**src/include/fpec_pkg.sv**
```systemverilog
// How it works
// - start bit launches operation, hardware clears it
// - software sets start bit, never clears
// - operations only while op_enable is one
// - bad start attempt while idle sets sequence error flag
// - erase select picks erase or program variant
// - code 1111 erase is bulk erase, only in serial programming mode
// - code 0011 program writes one word
// - code 0010 erase clears one page
// - code 0001 program writes one row
// - other operation codes never start anything
// - control bits reset only on power-on
// - unimplemented control bits read zero
// - keys 55h then AAh unlock start
// - processor stalls while operation runs
// - page erase covers eight-row block
// - row program writes buffered 64 words
// - key register is write-only
// - table writes stay in holding latches
package fpec_pkg;
  // register byte offsets
  localparam logic [11:0] FPEC_CTRL_OFF = 12'h000;
  localparam logic [11:0] FPEC_KEY_OFF = 12'h004;
  localparam logic [11:0] FPEC_STAT_OFF = 12'h008;
  // control field positions
  localparam int FPEC_START_BIT = 15;
  localparam int FPEC_EN_BIT = 14;
  localparam int FPEC_ERR_BIT = 13;
  localparam int FPEC_ERASE_BIT = 6;
  localparam logic [15:0] FPEC_CTRL_RESET = 16'h0000;
  // unlock keys
  localparam logic [7:0] FPEC_KEY1 = 8'h55;
  localparam logic [7:0] FPEC_KEY2 = 8'haa;
  // operation codes
  localparam logic [3:0] FPEC_OP_BULK = 4'hf;
  localparam logic [3:0] FPEC_OP_WORD = 4'h3;
  localparam logic [3:0] FPEC_OP_PAGE = 4'h2;
  localparam logic [3:0] FPEC_OP_ROW = 4'h1;
  // array geometry
  localparam int FPEC_ROW_WORDS = 64;
  localparam int FPEC_PAGE_WORDS = 512;
  // operation times in microseconds and cycles at 20 MHz
  localparam int FPEC_CLK_MHZ = 20;
  localparam int FPEC_WORD_US = 20;
  localparam int FPEC_ROW_US = 2000;
  localparam int FPEC_PAGE_US = 20000;
  localparam int FPEC_BULK_US = 40000;
  localparam int FPEC_WORD_CYC = FPEC_WORD_US * FPEC_CLK_MHZ;
  localparam int FPEC_ROW_CYC = FPEC_ROW_US * FPEC_CLK_MHZ;
  localparam int FPEC_PAGE_CYC = FPEC_PAGE_US * FPEC_CLK_MHZ;
  localparam int FPEC_BULK_CYC = FPEC_BULK_US * FPEC_CLK_MHZ;
  // kind of array operation
  typedef enum logic [2:0] {FPEC_KIND_NONE, FPEC_KIND_WORD, FPEC_KIND_ROW, FPEC_KIND_PAGE, FPEC_KIND_BULK}
    fpec_kind_t;
endpackage

```
**src/core/fpec_unlock.sv**
```systemverilog
`timescale 1ns/1ns
module fpec_unlock (
  // clock and reset
  input wire logic pclk,
  input wire logic presetn,
  // key writes and other writes
  input wire logic key_wr,
  input wire logic [7:0] key_data,
  input wire logic other_wr,
  input wire logic consume,
  // unlock state
  output logic unlocked
);
  logic half_q;
  logic unlocked_q;

  // two-step key tracker, any stray write drops it
  always_ff @(posedge pclk or negedge presetn) begin
    if (!presetn) begin
      half_q <= 1'b0;
      unlocked_q <= 1'b0;
    end else if (key_wr) begin
      half_q <= (key_data == fpec_pkg::FPEC_KEY1);
      unlocked_q <= half_q && (key_data == fpec_pkg::FPEC_KEY2);
    end else if (other_wr || consume) begin
      half_q <= 1'b0;
      unlocked_q <= 1'b0;
    end
  end

  assign unlocked = unlocked_q;
endmodule

```
**src/core/fpec_timer.sv**
```systemverilog
`timescale 1ns/1ns
module fpec_timer #(
  parameter int WORD_CYC = 400,
  parameter int ROW_CYC = 40000,
  parameter int PAGE_CYC = 400000,
  parameter int BULK_CYC = 800000
) (
  // clock and reset
  input wire logic pclk,
  input wire logic presetn,
  // launch
  input wire logic launch,
  input wire fpec_pkg::fpec_kind_t kind,
  // progress
  output logic busy,
  output logic done
);
  logic [19:0] cnt_q;
  logic busy_q;
  logic done_q;

  // cycles for each kind of operation
  function automatic logic [19:0] fpec_len(input fpec_pkg::fpec_kind_t k);
    case (k)
      fpec_pkg::FPEC_KIND_WORD: fpec_len = 20'(WORD_CYC);
      fpec_pkg::FPEC_KIND_ROW: fpec_len = 20'(ROW_CYC);
      fpec_pkg::FPEC_KIND_PAGE: fpec_len = 20'(PAGE_CYC);
      fpec_pkg::FPEC_KIND_BULK: fpec_len = 20'(BULK_CYC);
      default: fpec_len = 20'h00001;
    endcase
  endfunction

  // self-timed countdown
  always_ff @(posedge pclk or negedge presetn) begin
    if (!presetn) begin
      cnt_q <= 20'h00000;
      busy_q <= 1'b0;
      done_q <= 1'b0;
    end else begin
      done_q <= 1'b0;
      if (launch && !busy_q) begin
        cnt_q <= fpec_len(kind);
        busy_q <= 1'b1;
      end else if (busy_q) begin
        if (cnt_q == 20'h00001) begin
          busy_q <= 1'b0;
          done_q <= 1'b1;
        end
        cnt_q <= cnt_q - 20'h00001;
      end
    end
  end

  assign busy = busy_q;
  assign done = done_q;
endmodule

```
**src/core/fpec_ctrl.sv**
```systemverilog
// The address map and the APB slave port were chosen for this implementation.
`timescale 1ns/1ns
module fpec_ctrl #(
  parameter int WORD_CYC = fpec_pkg::FPEC_WORD_CYC,
  parameter int ROW_CYC = fpec_pkg::FPEC_ROW_CYC,
  parameter int PAGE_CYC = fpec_pkg::FPEC_PAGE_CYC,
  parameter int BULK_CYC = fpec_pkg::FPEC_BULK_CYC
) (
  // clock and power-on reset
  input wire logic pclk,
  input wire logic presetn,
  // apb slave
  input wire logic psel,
  input wire logic penable,
  input wire logic pwrite,
  input wire logic [11:0] paddr,
  input wire logic [31:0] pwdata,
  output logic [31:0] prdata,
  output logic pready,
  output logic pslverr,
  // serial programming mode strap
  input wire logic serial_prog_mode,
  // array and cpu side
  output logic cpu_stall,
  output logic word_prog,
  output logic row_prog,
  output logic page_erase,
  output logic bulk_erase
);
  logic [15:0] ctrl_rd;
  logic start_q;
  logic en_q;
  logic err_q;
  logic erase_q;
  logic [3:0] op_q;
  logic [31:0] prdata_q;
  logic pready_q;
  logic pslverr_q;
  logic [2:0] mode_sync_q;
  logic mode_q;
  logic stall_q;
  logic word_q;
  logic row_q;
  logic page_q;
  logic bulk_q;
  logic [2:0] done_cnt_q;
  logic setup;
  logic acc;
  logic wr_ctrl;
  logic wr_key;
  logic wr_other;
  logic set_try;
  logic unlocked;
  logic launch;
  logic t_busy;
  logic t_done;
  fpec_pkg::fpec_kind_t kind;

  // decode operation from select and code
  function automatic fpec_pkg::fpec_kind_t fpec_decode(input logic er, input logic [3:0] op, input logic ser);
    fpec_decode = fpec_pkg::FPEC_KIND_NONE;
    if (!er && op == fpec_pkg::FPEC_OP_WORD)
      fpec_decode = fpec_pkg::FPEC_KIND_WORD;
    if (!er && op == fpec_pkg::FPEC_OP_ROW)
      fpec_decode = fpec_pkg::FPEC_KIND_ROW;
    if (er && op == fpec_pkg::FPEC_OP_PAGE)
      fpec_decode = fpec_pkg::FPEC_KIND_PAGE;
    if (er && ser && op == fpec_pkg::FPEC_OP_BULK)
      fpec_decode = fpec_pkg::FPEC_KIND_BULK;
  endfunction

  // address map check
  function automatic logic fpec_hit(input logic [11:0] a);
    fpec_hit = (a == fpec_pkg::FPEC_CTRL_OFF) || (a == fpec_pkg::FPEC_KEY_OFF) || (a == fpec_pkg::FPEC_STAT_OFF);
  endfunction

  // bus phases, no wait state, read data registered in the setup cycle
  assign setup = psel && !penable;
  assign acc = psel && penable && pready_q;
  assign wr_ctrl = acc && pwrite && paddr == fpec_pkg::FPEC_CTRL_OFF;
  assign wr_key = acc && pwrite && paddr == fpec_pkg::FPEC_KEY_OFF;
  assign wr_other = acc && pwrite && !wr_key;
  assign set_try = wr_ctrl && pwdata[fpec_pkg::FPEC_START_BIT] && !start_q;
  assign kind = fpec_decode(pwdata[fpec_pkg::FPEC_ERASE_BIT], pwdata[3:0], mode_q);
  // launch only with enable, unlock and a real operation
  assign launch = set_try && pwdata[fpec_pkg::FPEC_EN_BIT] && unlocked
    && kind != fpec_pkg::FPEC_KIND_NONE;

  // control view, unimplemented bits zero
  assign ctrl_rd = {start_q, en_q, err_q, 6'h00, erase_q, 2'h0, op_q};

  // mode strap through three flops, change on agreement
  always_ff @(posedge pclk or negedge presetn) begin
    if (!presetn) begin
      mode_sync_q <= 3'h0;
      mode_q <= 1'b0;
    end else begin
      mode_sync_q <= {mode_sync_q[1:0], serial_prog_mode};
      if (mode_sync_q[1] == mode_sync_q[2])
        mode_q <= mode_sync_q[2];
    end
  end

  // unlock key tracker
  fpec_unlock u_unlock (
    .pclk(pclk),
    .presetn(presetn),
    .key_wr(wr_key),
    .key_data(pwdata[7:0]),
    .other_wr(wr_other),
    .consume(set_try),
    .unlocked(unlocked)
  );

  // self-timed operation length
  fpec_timer #(
    .WORD_CYC(WORD_CYC),
    .ROW_CYC(ROW_CYC),
    .PAGE_CYC(PAGE_CYC),
    .BULK_CYC(BULK_CYC)
  ) u_timer (
    .pclk(pclk),
    .presetn(presetn),
    .launch(launch),
    .kind(kind),
    .busy(t_busy),
    .done(t_done)
  );

  // start bit: set by launch, cleared only by completion
  always_ff @(posedge pclk or negedge presetn) begin
    if (!presetn) begin
      start_q <= 1'b0;
    end else if (launch) begin
      start_q <= 1'b1;
    end else if (t_done) begin
      start_q <= 1'b0;
    end
  end

  // writable control fields, locked while running
  always_ff @(posedge pclk or negedge presetn) begin
    if (!presetn) begin
      en_q <= 1'b0;
      erase_q <= 1'b0;
      op_q <= 4'h0;
    end else if (wr_ctrl && !start_q) begin
      en_q <= pwdata[fpec_pkg::FPEC_EN_BIT];
      erase_q <= pwdata[fpec_pkg::FPEC_ERASE_BIT];
      op_q <= pwdata[3:0];
    end
  end

  // sequence error: a refused start while idle sets, fresh launch clears
  always_ff @(posedge pclk or negedge presetn) begin
    if (!presetn) begin
      err_q <= 1'b0;
    end else if (set_try && !launch) begin
      err_q <= 1'b1;
    end else if (launch) begin
      err_q <= 1'b0;
    end else if (wr_ctrl && !start_q) begin
      err_q <= pwdata[fpec_pkg::FPEC_ERR_BIT];
    end
  end

  // array strobes held for the whole operation
  always_ff @(posedge pclk or negedge presetn) begin
    if (!presetn) begin
      word_q <= 1'b0;
      row_q <= 1'b0;
      page_q <= 1'b0;
      bulk_q <= 1'b0;
    end else if (launch) begin
      word_q <= kind == fpec_pkg::FPEC_KIND_WORD;
      row_q <= kind == fpec_pkg::FPEC_KIND_ROW;
      page_q <= kind == fpec_pkg::FPEC_KIND_PAGE;
      bulk_q <= kind == fpec_pkg::FPEC_KIND_BULK;
    end else if (t_done) begin
      word_q <= 1'b0;
      row_q <= 1'b0;
      page_q <= 1'b0;
      bulk_q <= 1'b0;
    end
  end

  // cpu stall from launch until start clears
  always_ff @(posedge pclk or negedge presetn) begin
    if (!presetn) begin
      stall_q <= 1'b0;
    end else begin
      stall_q <= (launch || t_busy) && !t_done;
    end
  end

  // count of completed operations, for status
  always_ff @(posedge pclk or negedge presetn) begin
    if (!presetn) begin
      done_cnt_q <= 3'h0;
    end else if (t_done) begin
      done_cnt_q <= done_cnt_q + 3'h1;
    end
  end

  // apb answer one cycle after setup
  always_ff @(posedge pclk or negedge presetn) begin
    if (!presetn) begin
      pready_q <= 1'b0;
      pslverr_q <= 1'b0;
      prdata_q <= 32'h00000000;
    end else begin
      pready_q <= setup;
      pslverr_q <= setup && !fpec_hit(paddr);
      if (setup && !pwrite) begin
        case (paddr)
          fpec_pkg::FPEC_CTRL_OFF: prdata_q <= {16'h0000, ctrl_rd};
          fpec_pkg::FPEC_STAT_OFF: prdata_q <= {27'h0000000, done_cnt_q, mode_q, t_busy};
          default: prdata_q <= 32'h00000000;
        endcase
      end
    end
  end

  // table writes never reach this block; strobes only move latched data
  assign word_prog = word_q;
  assign row_prog = row_q;
  assign page_erase = page_q;
  assign bulk_erase = bulk_q;
  assign cpu_stall = stall_q;
  assign prdata = prdata_q;
  assign pready = pready_q;
  assign pslverr = pslverr_q;
endmodule

```
**config.mk**
```make
export PLATFORM = sky130hd
export DESIGN_NAME = fpec_ctrl
export DESIGN_NICKNAME = d
export VERILOG_FILES = /design/src/include/fpec_pkg.sv /design/src/core/fpec_unlock.sv /design/src/core/fpec_timer.sv /design/src/core/fpec_ctrl.sv
export SDC_FILE = /design/constraint.sdc
export NUM_CORES = 1
export LEC_CHECK = 0
export BUFFER_PORTS_ARGS = -buffer_cell sky130_fd_sc_hd__buf_4
export CAP_MARGIN = 0
export CORE_AREA = 2 2 119 63
export CTS_CLUSTER_DIAMETER = 150
export DETAILED_ROUTE_END_ITERATION = 8
export DIE_AREA = 0 0 121 65
export PLACE_DENSITY = 0.76
export SLEW_MARGIN = 20
export SYNTH_ARGS = -nofsm -noshare
export SYNTH_HDL_FRONTEND = slang
export SYNTH_HIERARCHICAL = 1
export SYNTH_SLANG_ARGS = --single-unit
```
**constraint.sdc**
```tcl
create_clock -name pclk -period 4.6 [get_ports pclk]
set_clock_uncertainty 0.15 [all_clocks]
set_input_delay 0.92 -clock pclk [delete_from_list [all_inputs] [get_ports pclk]]
set_output_delay 0.92 -clock pclk [all_outputs]
set_load 0.01 [all_outputs]
```
### Word-level counts from Yosys, hierarchy flattened

Index checks and enable logic that the tools add are counted.

| storage, ports and cells | value |
|---|---|
| register bits after elaboration | 78 |
| latch bits | 0 |
| RAM bits | 0 |
| bits in read-only memories | 0 |
| input port bits | 50 |
| output and inout bits | 39 |
| word-level logic and storage cells | 106 |
| memories | 0 |

| cells by class | value |
|---|---|
| $add $sub $neg | 2 |
| $mul | 0 |
| div/mod/pow operators | 0 |
| $lt $le $gt $ge | 0 |
| equality and inequality tests | 14 |
| shift-type cells | 0 |
| multiplexer cells | 26 |
| bitwise gates (word level) | 0 |
| reduce and logical (&&, ||, !) cells | 43 |

Operator list:

| operator | number |
|---|---|
| $pmux W20 S4 | 1 |
| $mux W20 | 2 |
| $pmux W16 S2 | 1 |
| $logic_and A1 B1 Y1 | 24 |
| $eq A20 B1 Y1 const B | 1 |
| $sub A20 B1 Y20 const B | 1 |
| $mux W1 | 19 |
| $eq A12 B3 Y1 const B | 1 |
| $eq A12 B4 Y1 const B | 1 |
| $logic_not A12 Y1 | 1 |
| $logic_not A1 Y1 | 9 |
| $eq A4 B2 Y1 const B | 2 |
| $eq A8 B7 Y1 const B | 1 |
| $eq A8 B8 Y1 const B | 1 |
| $eq A3 B2 Y1 const B | 2 |
| $reduce_bool A2 Y1 | 3 |
| $reduce_bool A3 Y1 | 2 |
| $eq A4 B1 Y1 const B | 1 |
| $eq A4 B4 Y1 const B | 1 |
| $logic_or A1 B1 Y1 | 4 |
| $mux W2 | 2 |
| $add A3 B1 Y3 const B | 1 |
| $eq A3 B1 Y1 const B | 1 |
| $eq A3 B3 Y1 const B | 1 |
| other kinds (2) | 2 |

### Longest topological paths before layout

| depth | value |
|---|---|
| word-level depth | 12 |
| mapped depth | 9 |
| mapped depth without buffers | 8 |

### Modules after synthesis

The synthesis kept the hierarchy.

By module, submodules not included:

| module | instances | cells each | area an instance (um2) | seq. area each (um2) |
|---|---|---|---|---|
| fpec_ctrl | 1 | 147 | 1620.3 | 775.7 |
| fpec_timer | 1 | 152 | 1388.8 | 550.5 |
| fpec_unlock | 1 | 11 | 132.6 | 50.0 |

### Least setup slack after synthesis

OpenSTA, ideal clock, no wires.

| path | value |
|---|---|
| path kind | in2reg |
| start point | input paddr[3] |
| end point | register u_timer.cnt_q[19] |
| library setup time | 124 ps |
| arrival | 2648 ps |
| required time | 4326 ps |
| slack | 1678 ps |
| stages on the path | 7 |
| buffers on the path | 2 |
| cells stage by stage | buf_2 nor4b_1 o211a_1 buf_1 a21oi_1 a22o_1 a211o_1 |

| on the way | value |
|---|---|
| cells in the longest elaborated chain, start to end | 9 |
| elaborated cells between the ends (all ways) | 10 |
| classes of those cells | mux: 1; reduce/logical: 9 |

Ends and longest elaborated chain:

| element | RTL line | RTL |
|---|---|---|
| from (decl) | fpec_ctrl.sv:16 | `input wire logic [11:0] paddr,` |
| $logic_not A12 Y1 (*) | fpec_ctrl.sv:80 | `assign wr_ctrl = acc && pwrite && paddr == fpec_pkg::FPEC_CTRL_OFF;` |
| $logic_and A1 B1 Y1 (*) | fpec_ctrl.sv:80 |  |
| $logic_and A1 B1 Y1 (*) (2 in series) | fpec_ctrl.sv:83 | `assign set_try = wr_ctrl && pwdata[fpec_pkg::FPEC_START_BIT] && !start_q;` |
| $logic_and A1 B1 Y1 (*) (2 in series) | fpec_ctrl.sv:86 | `assign launch = set_try && pwdata[fpec_pkg::FPEC_EN_BIT] && unlocked` |
| $logic_and A1 B1 Y1 (*) | fpec_ctrl.sv:87 | `&& kind != fpec_pkg::FPEC_KIND_NONE;` |
| via launch | fpec_ctrl.sv:54 | `logic launch;` |
| $logic_and A1 B1 Y1 (*) | fpec_timer.sv:41 | `if (launch && !busy_q) begin` |
| $mux W20 or $reduce_bool A2 Y1 (tied branches) | - |  |
| to (signal assigned) | fpec_timer.sv:42 | `cnt_q <= fpec_len(kind);` |
| to (signal assigned) | fpec_timer.sv:49 | `cnt_q <= cnt_q - 20'h00001;` |
| to (decl) | fpec_timer.sv:18 | `logic [19:0] cnt_q;` |

Mark *: on every way through the listed nets, which the timed path passes. The rest lies on a longest branch.
A chain may end at the register's enable or synchronous reset.

### Final worst setup path

| path | value |
|---|---|
| start point | input paddr[5] |
| end point | register u_timer.cnt_q[8] |

Same word-level chain as after synthesis.

==> flow_summary.ini <==
[critical_path]
path_cells = buf_4, nor4_2, and4b_1, o211a_1, nor2b_1, o21ai_0, o21ai_1, o21ba_2
regToRegEndpoint = u_timer/cnt_q[8]
r2r_setup_slack_ns = 1.83
start_kind = input port
cp_max_fo = 15
rr_startpoint = pready
cp_slowest_cell = o211a_1
end_kind = flip-flop
r2r.worst_path.cells = 7
path_delay_family = simple AND/OR/NAND/NOR gates
critPathMaxStageDelay_ns = 0.50
path_class = input port to flip-flop
crit_buf_inv = 1
arrival_ns = 3.18
cp.required_ns = 4.65

[cells_and_area]
drive_gt1_frac = 0.214
final_util = 0.516
layout_commonest_cell = dfrtp_1
finalNetCount = 402
diodes = 0
syn_to_final_growth_pct = 14.4
most-common-layout-cells = 55 x dfrtp_1, 45 x buf_4, 23 x conb_1

[sta]
post-route-min-period_ns = 3.13
tns_ns = 0
min_period_over_period = 0.680
drv_slew = 0
grt_setup_unrepaired = false
relSlewSlack = 0.480
hold_ws_ns = 0.206
setup_slack_ns = 1.47
setup_violations = 0
tightest_slew_ns = 0.774
fmax_mhz = 320
hold_violations = 0

[min_path]
holdPathEnd = mode_sync_q[1]
hold_path_class = flip-flop to flip-flop
hold_depth = 0
min_from = mode_sync_q[0]

[logic_synthesis]
yosysTopAreaCell = dfrtp_1
netlist_instances = 310
synth_seq_cells = 55
synth-edff-count = 0
ys.flop_type = dfrtp_1
synth_compound_area_frac = 0.144
netlist-cell-type-count = 64
synth_top_family_by_area = simple AND/OR/NAND/NOR gates
synthAdderAreaFrac = 0.0151
synth-simple-area-share = 0.238
async_flop_share = 1.00
synth.avg_cell_area_um2 = 10.1
yosysWarnings = 6
yosys-top-cells-area = dfrtp_1 44%, buf_4 5.7%, mux2_4 2.9%, nand2_1 2.6%, mux2i_1 2.5%
synth_mux_area_frac = 0.0577
synth_area_um2 = 3140
yosys.area.top_type_share = 0.438
seq_area_frac_synth = 0.438
synthXorXnorAreaFrac = 0.0223

[drt]
dr.pass1.iters = 5
wl_um = 7170
drt-vias-per-instance = 5.55
ant_nets = 0
num_vias = 2475
drt-initial-drc-count = 260
drcViolationCount = 0
avgRoutedWirePerCell_um = 16.1

[power]
leakage_nw = 1.62
switching_share = 0.239
intPower_uw = 715
power_density_nw_per_um2 = 262
p_total_uw = 940
peakVddDrop_mv = 0.178
pwr-share-clk = 0.414
power_frac_seq = 0.519
power_switching_uw = 225
pwr-share-comb = 0.067

[placed_design]
hpwl_um = 5270
gp_congestion = 0.814
portBuffers = 44
pre_cts_slack_ns = 1.19

[global_route]
grt_pass1_wl_um = 11800
antenna_found_initial = 0
grt_pass1_vias = 2309
grt_max_degree = 56
grt_usage = 0.197
grt_overflow = 0

[floorplan]
num_io_pins = 89
die_area_um2 = 7870
start_util = 0.451
rows = 22
fp.dieH_um = 65
die_x_um = 121
coreArea_um2 = 6960

[clocking]
root_buffer = clkbuf_16
post_cts_resized = 0
htreeDepth = 2
cts_buffers = 5
clock_path_buffers = 2
clkTransAtPathRegs_ns = 0.07
clock_latency_ns = 0.31
cts_tree = yes
post_cts_buffers = 0
holdBufCountCts = 0
clock-sinks = 55

[run]
maxCapViolations = 0

[status]
status = finished, final reports clean
==> flip-flops by register name (all words and copies together), names as in the netlist <==
| signal | flops |
|---|---|
| row_prog | 1 |
| op_q | 4 |
| u_unlock/half_q | 1 |
| u_timer/cnt_q | 20 |
| bulk_erase | 1 |
| start_q | 1 |
| err_q | 1 |
| pslverr | 1 |
| u_timer/busy | 1 |
| erase_q | 1 |
| done_cnt_q | 3 |
| pready | 1 |
| en_q | 1 |
| page_erase | 1 |
| u_unlock/unlocked | 1 |
| word_prog | 1 |
| cpu_stall | 1 |
| mode_sync_q | 3 |
| mode_q | 1 |
| u_timer/done | 1 |
| prdata | 9 |
==> power by group through the flow <==
stage / registers, mW / logic (mW) / clock network, mW
floorplan: 0.498 / 0.0382 / 0
global placement: 0.498 / 0.0611 / 0
detailed placement: 0.498 / 0.0624 / 0
CTS: 0.488 / 0.0624 / 0.395
global route: 0.489 / 0.0699 / 0.408
finish: 0.488 / 0.0625 / 0.389
==> area by class of cell <==
class,instances,area (um^2)
Clock buffer,6,129
Clock inverter,2,16.3
Fill cell,621,3370
Inverter,8,30.0
Multi-Input combinational cell,234,1580
Sequential cell,55,1380
Tap cell,96,120
Timing Repair Buffer,45,338
==> Yosys cell counts (all sizes together) (3+ instances only) <==
| library cell | n |
|---|---|
| nor3 | 8 |
| dfrtp | 55 |
| nor2b | 10 |
| nand2b | 9 |
| o211a | 3 |
| xor2 | 5 |
| nor4 | 8 |
| a32o | 3 |
| mux2i | 8 |
| o21ai | 16 |
| mux2 | 7 |
| clkbuf | 7 |
| ha | 3 |
| nor3b | 3 |
| o211ai | 4 |
| nand2 | 22 |
| a22o | 5 |
| and2 | 3 |
| nand4 | 7 |
| a21oi | 15 |
| or3 | 5 |
| nand3 | 9 |
| inv | 8 |
| nand3b | 3 |
| o311ai | 5 |
| or3b | 3 |
| xnor2 | 3 |
| buf | 28 |
| nor2 | 17 |
==> routing by layer <==
layer | up-vias | share of wire | global-route usage
li1 | 1171 | - | -
met3 | 8 | 0.092 | 0.0528
met5 | - | 0 | 0.0347
met4 | 0 | 0.014 | 0.0756
met1 | 1203 | 0.51 | 0.304
met2 | 93 | 0.39 | 0.251
==> worst max-delay path by stage <==
stage / slack, ns / cells past startpoint / to / startpoint
2_1_floorplan: 1.68 / 7 / u_timer/cnt_q[19] / paddr[3]
3_3_place_gp: 1.27 / 8 / u_timer/cnt_q[8] / paddr[5]
3_5_place_dp: 1.19 / 8 / u_timer/cnt_q[8] / paddr[5]
4_1_cts: 1.53 / 8 / u_timer/cnt_q[8] / paddr[5]
5_1_grt: 1.23 / 8 / u_timer/cnt_q[8] / pwrite
6_report: 1.47 / 8 / u_timer/cnt_q[8] / paddr[5]
==> per-stage QoR <==
step                area (um^2)  instances
detailed placement         3450        438
CTS                        3590        446
global route               3590        446
global placement           3450        438
finish                     3590        446
floorplan                  3220        332
==> worst reg2reg max path, cell delays in order (launching register included) <==
cell and delay, ns:
dfrtp_1 0.36, nand4_1 0.20, nor4b_1 0.54, o211a_1 0.53, nor2b_1 0.39, o21ai_0 0.21
o21ai_1 0.12, o21ba_2 0.16
==> cells by family after synthesis <==
| family | after synthesis |
|---|---|
| multiplexers | 15 |
| adder cells (fa/ha/maj) | 4 |
| buffers and inverters | 43 |
| flip-flops | 55 |
| XOR/XNOR | 8 |
| other | 1 |
| AO/OA/AOI/OAI | 64 |
| AND/OR/NAND/NOR | 120 |
(Power assumes the default switching activity.)
